<file path="src/design/cth_pkg.sv">
// Constants, state encoding and pin bundle for the transceiver host controller.
package cth_pkg;

  // ----------------------------------------
  // Clock and timing
  // ----------------------------------------
  localparam int unsigned CTH_CLK_PERIOD_NS = 40;
  localparam int unsigned CTH_DOMINANT_TIMEOUT_PERIOD_NS = 1200000;
  localparam int unsigned CTH_DOMINANT_TIMEOUT_CYCLES =
    CTH_DOMINANT_TIMEOUT_PERIOD_NS / CTH_CLK_PERIOD_NS;
  localparam int unsigned CTH_GUARD_MARGIN_NS = 1000;
  localparam int unsigned CTH_GUARD_MARGIN_CYCLES =
    (CTH_GUARD_MARGIN_NS + CTH_CLK_PERIOD_NS - 1) / CTH_CLK_PERIOD_NS;
  localparam int unsigned CTH_GUARD_CYCLES_DEFAULT =
    CTH_DOMINANT_TIMEOUT_CYCLES - CTH_GUARD_MARGIN_CYCLES;
  localparam int unsigned CTH_CNT_W = 16;

  // ----------------------------------------
  // Pin levels
  // ----------------------------------------
  localparam logic CTH_LVL_DOMINANT = 1'h0;
  localparam logic CTH_LVL_RECESSIVE = 1'h1;
  localparam logic CTH_SEL_NORMAL = 1'h0;
  localparam logic CTH_SEL_STANDBY = 1'h1;

  // ----------------------------------------
  // Mode states
  // ----------------------------------------
  typedef enum logic [2:0] {
    CTH_ST_NORMAL = 3'h1,
    CTH_ST_STANDBY = 3'h2,
    CTH_ST_AWAKE = 3'h4
  } cth_state_t;

  // Pins driven toward the transceiver.
  typedef struct packed {
    logic txd;
    logic standby_select;
  } cth_pins_t;

endpackage

</file>
<file path="src/design/cth_host.sv">
// Host controller that drives a CAN transceiver through its transmit, receive and standby pins.
// Contract
// RULE1: Low is dominant, high is recessive.
// RULE2: Transceiver starts timeout on transmit falling edge.
// RULE3: Transceiver disables driver after timeout expires.
// RULE4: Transceiver clears timeout fault on recessive input.
// RULE5: Receiver keeps following bus during timeout.
// RULE6: Timeout supervision works only in normal mode.
// RULE7: Never hold dominant past the timeout period.
// RULE8: Over-temperature disables driver and transmit path.
// RULE9: Thermal fault clears below trip threshold.
// RULE10: Thermal fault keeps recessive bias and receive.
// RULE11: Wake event drives receive output low.
// RULE12: Receive output driven only with logic supply.
// RULE13: Standby select picks mode; low means normal.
// RULE14: Standby pulls bus lines weakly to ground.
// RULE15: Dominant overrides recessive; bus is wired-AND.
// RULE16: Standby keeps receive high until wake pattern.
// RULE17: In standby, falling receive edge returns normal.
// RULE18: Timeout counted in clock cycles, flags as inputs.
module cth_host
  import cth_pkg::*;
#(
  parameter int unsigned GUARD_CYCLES = CTH_GUARD_CYCLES_DEFAULT
) (
  input wire logic ref_clk,
  input wire logic srst,
  input wire logic tx_bit,
  input wire logic sleep_req,
  input wire logic rxd,
  output logic txd,
  output logic standby_select,
  output logic rx_bit,
  output logic wake_seen,
  output logic bit_conflict,
  output logic guard_active,
  output logic in_standby
);

  // ----------------------------------------
  // State
  // ----------------------------------------
  localparam logic [CTH_CNT_W-1:0] GUARD_LIMIT = GUARD_CYCLES[CTH_CNT_W-1:0];
  localparam logic [CTH_CNT_W-1:0] CNT_ONE = 16'h0001;
  localparam logic [CTH_CNT_W-1:0] CNT_ZERO = 16'h0000;

  cth_state_t state;
  cth_state_t next_state;
  cth_pins_t pins;
  cth_pins_t next_pins;
  logic [CTH_CNT_W-1:0] dom_cnt;
  logic [CTH_CNT_W-1:0] next_dom_cnt;
  logic guard;
  logic next_guard;
  logic guard_now;
  logic next_rx_bit;
  logic next_wake_seen;
  logic next_bit_conflict;
  logic rx_fall;

  assign txd = pins.txd;
  assign standby_select = pins.standby_select;
  assign guard_active = guard;
  assign in_standby = (state == CTH_ST_STANDBY);

  // ----------------------------------------
  // Mode control
  // ----------------------------------------
  // A falling receive edge seen in standby is the wake request from the bus.
  assign rx_fall = (rx_bit == CTH_LVL_RECESSIVE) && (rxd == CTH_LVL_DOMINANT);

  // Normal until asked to sleep; a wake holds normal until the request is dropped.
  always_comb begin
    next_state = state;
    unique case (state)
      CTH_ST_NORMAL: begin
        if (sleep_req) begin
          next_state = CTH_ST_STANDBY;
        end
      end
      CTH_ST_STANDBY: begin
        if (rx_fall) begin
          next_state = CTH_ST_AWAKE; // see RULE17
        end else if (!sleep_req) begin
          next_state = CTH_ST_NORMAL;
        end
      end
      CTH_ST_AWAKE: begin
        if (!sleep_req) begin
          next_state = CTH_ST_NORMAL;
        end
      end
      default: begin
        next_state = CTH_ST_NORMAL;
      end
    endcase
  end

  // Registers the mode group; reset starts in normal mode.
  always_ff @(posedge ref_clk) begin
    if (srst) begin
      state <= CTH_ST_NORMAL;
    end else begin
      state <= next_state;
    end
  end

  // ----------------------------------------
  // Transmit path with dominant guard
  // ----------------------------------------
  // The guard cuts a dominant run short before the transceiver timeout could fire.
  always_comb begin
    guard_now = guard || ((pins.txd == CTH_LVL_DOMINANT) && (dom_cnt >= GUARD_LIMIT)); // see RULE7
    next_guard = guard_now && (tx_bit == CTH_LVL_DOMINANT);
    next_pins.standby_select = (next_state == CTH_ST_STANDBY) ? CTH_SEL_STANDBY : CTH_SEL_NORMAL; // see RULE13
    if ((next_state == CTH_ST_STANDBY) || guard_now) begin
      next_pins.txd = CTH_LVL_RECESSIVE;
    end else begin
      next_pins.txd = tx_bit; // see RULE1
    end
    next_dom_cnt = (next_pins.txd == CTH_LVL_DOMINANT) ? (dom_cnt + CNT_ONE) : CNT_ZERO;
  end

  // Registers the transmit group; reset leaves the pins in normal mode, recessive.
  always_ff @(posedge ref_clk) begin
    if (srst) begin
      pins <= '{txd: CTH_LVL_RECESSIVE, standby_select: CTH_SEL_NORMAL};
      dom_cnt <= CNT_ZERO;
      guard <= 1'h0;
    end else begin
      pins <= next_pins;
      dom_cnt <= next_dom_cnt;
      guard <= next_guard;
    end
  end

  // ----------------------------------------
  // Receive path
  // ----------------------------------------
  // Sending recessive while the bus reads dominant means another node won the bus.
  always_comb begin
    next_rx_bit = rxd;
    next_wake_seen = (state == CTH_ST_STANDBY) && rx_fall;
    next_bit_conflict = (state != CTH_ST_STANDBY) && (pins.txd == CTH_LVL_RECESSIVE) &&
                        (rxd == CTH_LVL_DOMINANT); // see RULE15
  end

  // Registers the receive group; reset shows a recessive, quiet receiver.
  always_ff @(posedge ref_clk) begin
    if (srst) begin
      rx_bit <= CTH_LVL_RECESSIVE;
      wake_seen <= 1'h0;
      bit_conflict <= 1'h0;
    end else begin
      rx_bit <= next_rx_bit;
      wake_seen <= next_wake_seen;
      bit_conflict <= next_bit_conflict;
    end
  end
endmodule

</file>
<file path="config.mk">
export PLATFORM = sky130hd
export DESIGN_NAME = cth_host
export DESIGN_NICKNAME = d
export VERILOG_FILES = /design/src/design/cth_pkg.sv /design/src/design/cth_host.sv
export SDC_FILE = /design/constraint.sdc
export NUM_CORES = 1
export LEC_CHECK = 0
export BUFFER_PORTS_ARGS = -buffer_cell sky130_fd_sc_hd__buf_2
export CORE_MARGIN = 2
export CORE_UTILIZATION = 59
export CTS_BUF_LIST = sky130_fd_sc_hd__clkbuf_4
export DETAILED_ROUTE_END_ITERATION = 8
export PLACE_DENSITY = 0.8
export SLEW_MARGIN = 40
export SYNTH_ARGS = -nofsm -noshare
export SYNTH_HDL_FRONTEND = slang
export SYNTH_SLANG_ARGS = --single-unit
</file>
<file path="constraint.sdc">
create_clock -name ref_clk -period 2.25 [get_ports ref_clk]
set_clock_uncertainty 0.2 [all_clocks]
set_input_delay 0.45 -clock ref_clk [delete_from_list [all_inputs] [get_ports ref_clk]]
set_output_delay 0.45 -clock ref_clk [all_outputs]
set_load 0.01 [all_outputs]
</file>
==> reports/qor.yml <==
hold_path:
  hold_path_startpoint: "rxd"
  hold_path.class: "in -> reg"
  whs_path_depth: 2
worst_setup_path:
  worstSetupStartpointType: "flop"
  crit_required_ns: 2.28
  worstReg2RegStart: "dom_cnt[11]"
  critical_path_class: "reg -> reg"
  cp_data_arrival_time_ns: 2.14
  end_kind: "flop"
  critical_path_startpoint: "dom_cnt[11]"
  r2r_cells: 5
  peak_fanout_along_the_critical_path: 11
routing:
  ant_nets: 0
  drcViolationCount: 0
  drt_iter0_drc: 15
  wl_final_mm: 2.09
  drt_pre_antenna_iters: 4
  routed_wire_length_per_instance_um: 12.4
  num_vias: 934
  route.detailed.vias_per_inst: 5.53
run:
  drv_cap: 0
pwr:
  finalPower_w: 0.000688
  ir_drop_uv: 376
  power_per_cell_area_mw_per_mm2: 527
  total_leakage_power_nw: 0.452
sta:
  slew_violations: 0
  transition_time_at_the_pin_with_the_least_slew_margin_ns: 0.645
  post-route-min-period_ns: 2.11
  max-slew-margin-rel_pct: 56.7
  rsz_0062_raised_after_global_routing: "false"
  timing.final.crit_share_pct: 93.6
  hold_vio_cnt_final: 0
  achievable-frequency_mhz: 475
  final.setup.worst_slack_ns: 0.144
  fin_tns_setup_ns: 0
  setup_viol: 0
die:
  fp.dieArea_mm2: 0.00221
  core_footprint_mm2: 0.00173
  pin_count: 12
  floorplan.die.width_um: 47.0
  chipHeight_um: 47.0
  core.rowCount: 15
  initial_utilization_pct: 63.1
yosys:
  synth_top_cell_by_area: "dfxtp_1"
  synthesis.instances: 118
  synth.top_cell.area_share_pct: 45.9
  synth.distinct_cells: 34
  syn_area_per_cell_um2: 9.24
  ys_ff_latch: 25
  postSynthNetCount: 124
  synth_warnings: 0
  synth_top_cells_by_area: "dfxtp_1 46%, nor3_1 8.7%, xnor2_1 7.2%, nor4_1 2.9%, nand3_1 2.8%"
  cell_area_synth_mm2: 0.00109
  ys_seq_area_share_pct: 45.9
finish:
  instances_no_fill: 169
  areaGrowthSynthToFinish_pct: 19.7
  final_core_utilization_pct: 75.6
  insertedDiodeCount: 0
  layout-drive-gt1-share_pct: 25.0
  final_nets: 151
clock_tree:
  path_clk_slew_ns: 0.13
  worst_skew_late_latency_ns: 0.30
  numCtsBuffers: 3
  ctsResizeCount: 0
  clockBufferDepth: 2
  cts_hold_repair.buffers: 0
  cts.sinks: 25
  clk_root_buffer_cell: "clkbuf_4"
  post-cts-setup-buffer-count: 0
  tritoncts: "built"
  clock_tree.htree_level_count: 1
global_route:
  vias_in_the_first_global_route: 780
  wire_length_of_the_first_global_routing_pass_mm: 3.36
  initial_antenna_violation_count: 0
  global_route.overflow_total: 0
  total_global_routing_track_utilization_pct: 21.4
  largest_net_degree_at_the_start_of_global_routing: 15
placed_design:
  place.detailed.instances: 165
  post-place-ws_ns: 0.130
  gp_congestion: 0.814
  buffer_ports.inserted: 11
  detailedPlacementHpwl_mm: 1.65
outcome:
  outcome: "complete, no violations"
[layer usage]
layer | up-vias | global-route usage [%] | wire [µm]
met2 | 23 | 38.4 | 1080
met4 | 0 | 6.67 | 15
met5 | - | 0 | 0
li1 | 486 | - | -
met1 | 423 | 26.8 | 925
met3 | 2 | 2.31 | 75
[critical path, stage by stage (launching register included)]
cell and delay (ns):
dfxtp_1 0.37, or4_1 0.54, a221oi_1 0.37, a2111oi_4 0.15, buf_4 0.21, nor3b_1 0.20
[metrics by stage]
step	cell area, µm²	hold WS [ns]
2_1_floorplan	1090	0.249
6_report	1310	0.150
5_1_grt	1310	0.137
3_3_place_gp	1260	0.277
4_1_cts	1310	0.143
3_5_place_dp	1280	0.310
[sequential cells by signal, summed over array words and instances, names as in the netlist]
signal and count:
rx_bit 1, dom_cnt 16, guard_active 1, standby_select 1, bit_conflict 1, wake_seen 1
state 3, txd 1
[final timing paths]
path                 to  slack (ns)
max reg2reg  dom_cnt[1]        0.14
min              rx_bit        0.15
min reg2reg    state[2]        0.33
max          dom_cnt[1]        0.14
[where the power goes]
part / switching, W / leakage (nW) / total, W / internal (W)
Clock: 0.000123 / 0.0177 / 0.000189 / 0.0000662
Sequential: 0.00000634 / 0.203 / 0.000457 / 0.000451
Combinational: 0.0000229 / 0.231 / 0.0000416 / 0.0000186
Total: 0.000152 / 0.452 / 0.000688 / 0.000536
[cell families (layout without fill, tap and decap cells)]
group                      after synthesis  in the layout  synth area share, %
xor gates and xnor gates                11             11                 8.84
AOI/OAI and AO/OA                       17             17                 11.1
and+or+nand+nor                         56             56                 30.1
DFF                                     25             25                 45.9
buffers and inverters                    8             34                 2.87
adders and majority gates                1              1                 1.15
[cell usage in the layout (no fill, tap or decap)]
| master | instances |
|---|---|
| a2111oi_4 | 1 |
| a211oi_1 | 3 |
| a21o_2 | 1 |
| a21oi_1 | 2 |
| a221oi_1 | 1 |
| a31o_2 | 1 |
| a31oi_1 | 1 |
| and3_1 | 1 |
| buf_2 | 11 |
| buf_4 | 13 |
| clkbuf_4 | 3 |
| clkinv_2 | 1 |
| dfxtp_1 | 25 |
| ha_1 | 1 |
| inv_1 | 6 |
| nand2_1 | 3 |
| nand2b_1 | 3 |
| nand3_1 | 6 |
| nand3_4 | 1 |
| nand4_1 | 1 |
| nor2_1 | 3 |
| nor2b_1 | 4 |
| nor3_1 | 19 |
| nor3b_1 | 2 |
| nor4_1 | 5 |
| nor4bb_1 | 1 |
| o21ai_0 | 4 |
| o21ai_1 | 1 |
| o21bai_1 | 1 |
| o31a_1 | 1 |
| or2_2 | 3 |
| or3_1 | 2 |
| or4_1 | 1 |
| or4_4 | 1 |
| xnor2_1 | 9 |
| xor2_1 | 2 |
[Yosys cell counts]
library cell,n
o31a_1,1
a2111oi_2,1
nand2b_1,3
buf_2,1
a21oi_1,2
or4_1,1
nand3_1,6
a221oi_1,1
nand4_1,1
nor2b_1,4
or3_1,2
or2_2,3
o21bai_1,1
a31oi_1,1
o21ai_0,4
inv_1,6
xor2_1,2
nor3_1,19
nor2_1,3
dfxtp_1,25
a211oi_1,3
clkbuf_1,1
nand3_4,1
a21o_2,1
a31o_2,1
nor3b_1,2
o21ai_1,1
nor4_1,5
nand2_1,3
or4_4,1
xnor2_1,9
nor4bb_1,1
ha_1,1
and3_1,1
[layout make-up]
class,instances,area (µm²)
Multi-Input combinational cell,85,571
Sequential cell,25,500
Fill cell,141,422
Timing Repair Buffer,24,153
Tap cell,25,31.3
Clock buffer,3,22.5
Inverter,6,22.5
Clock inverter,1,5.00
Power figures use the tool's default switching activity.
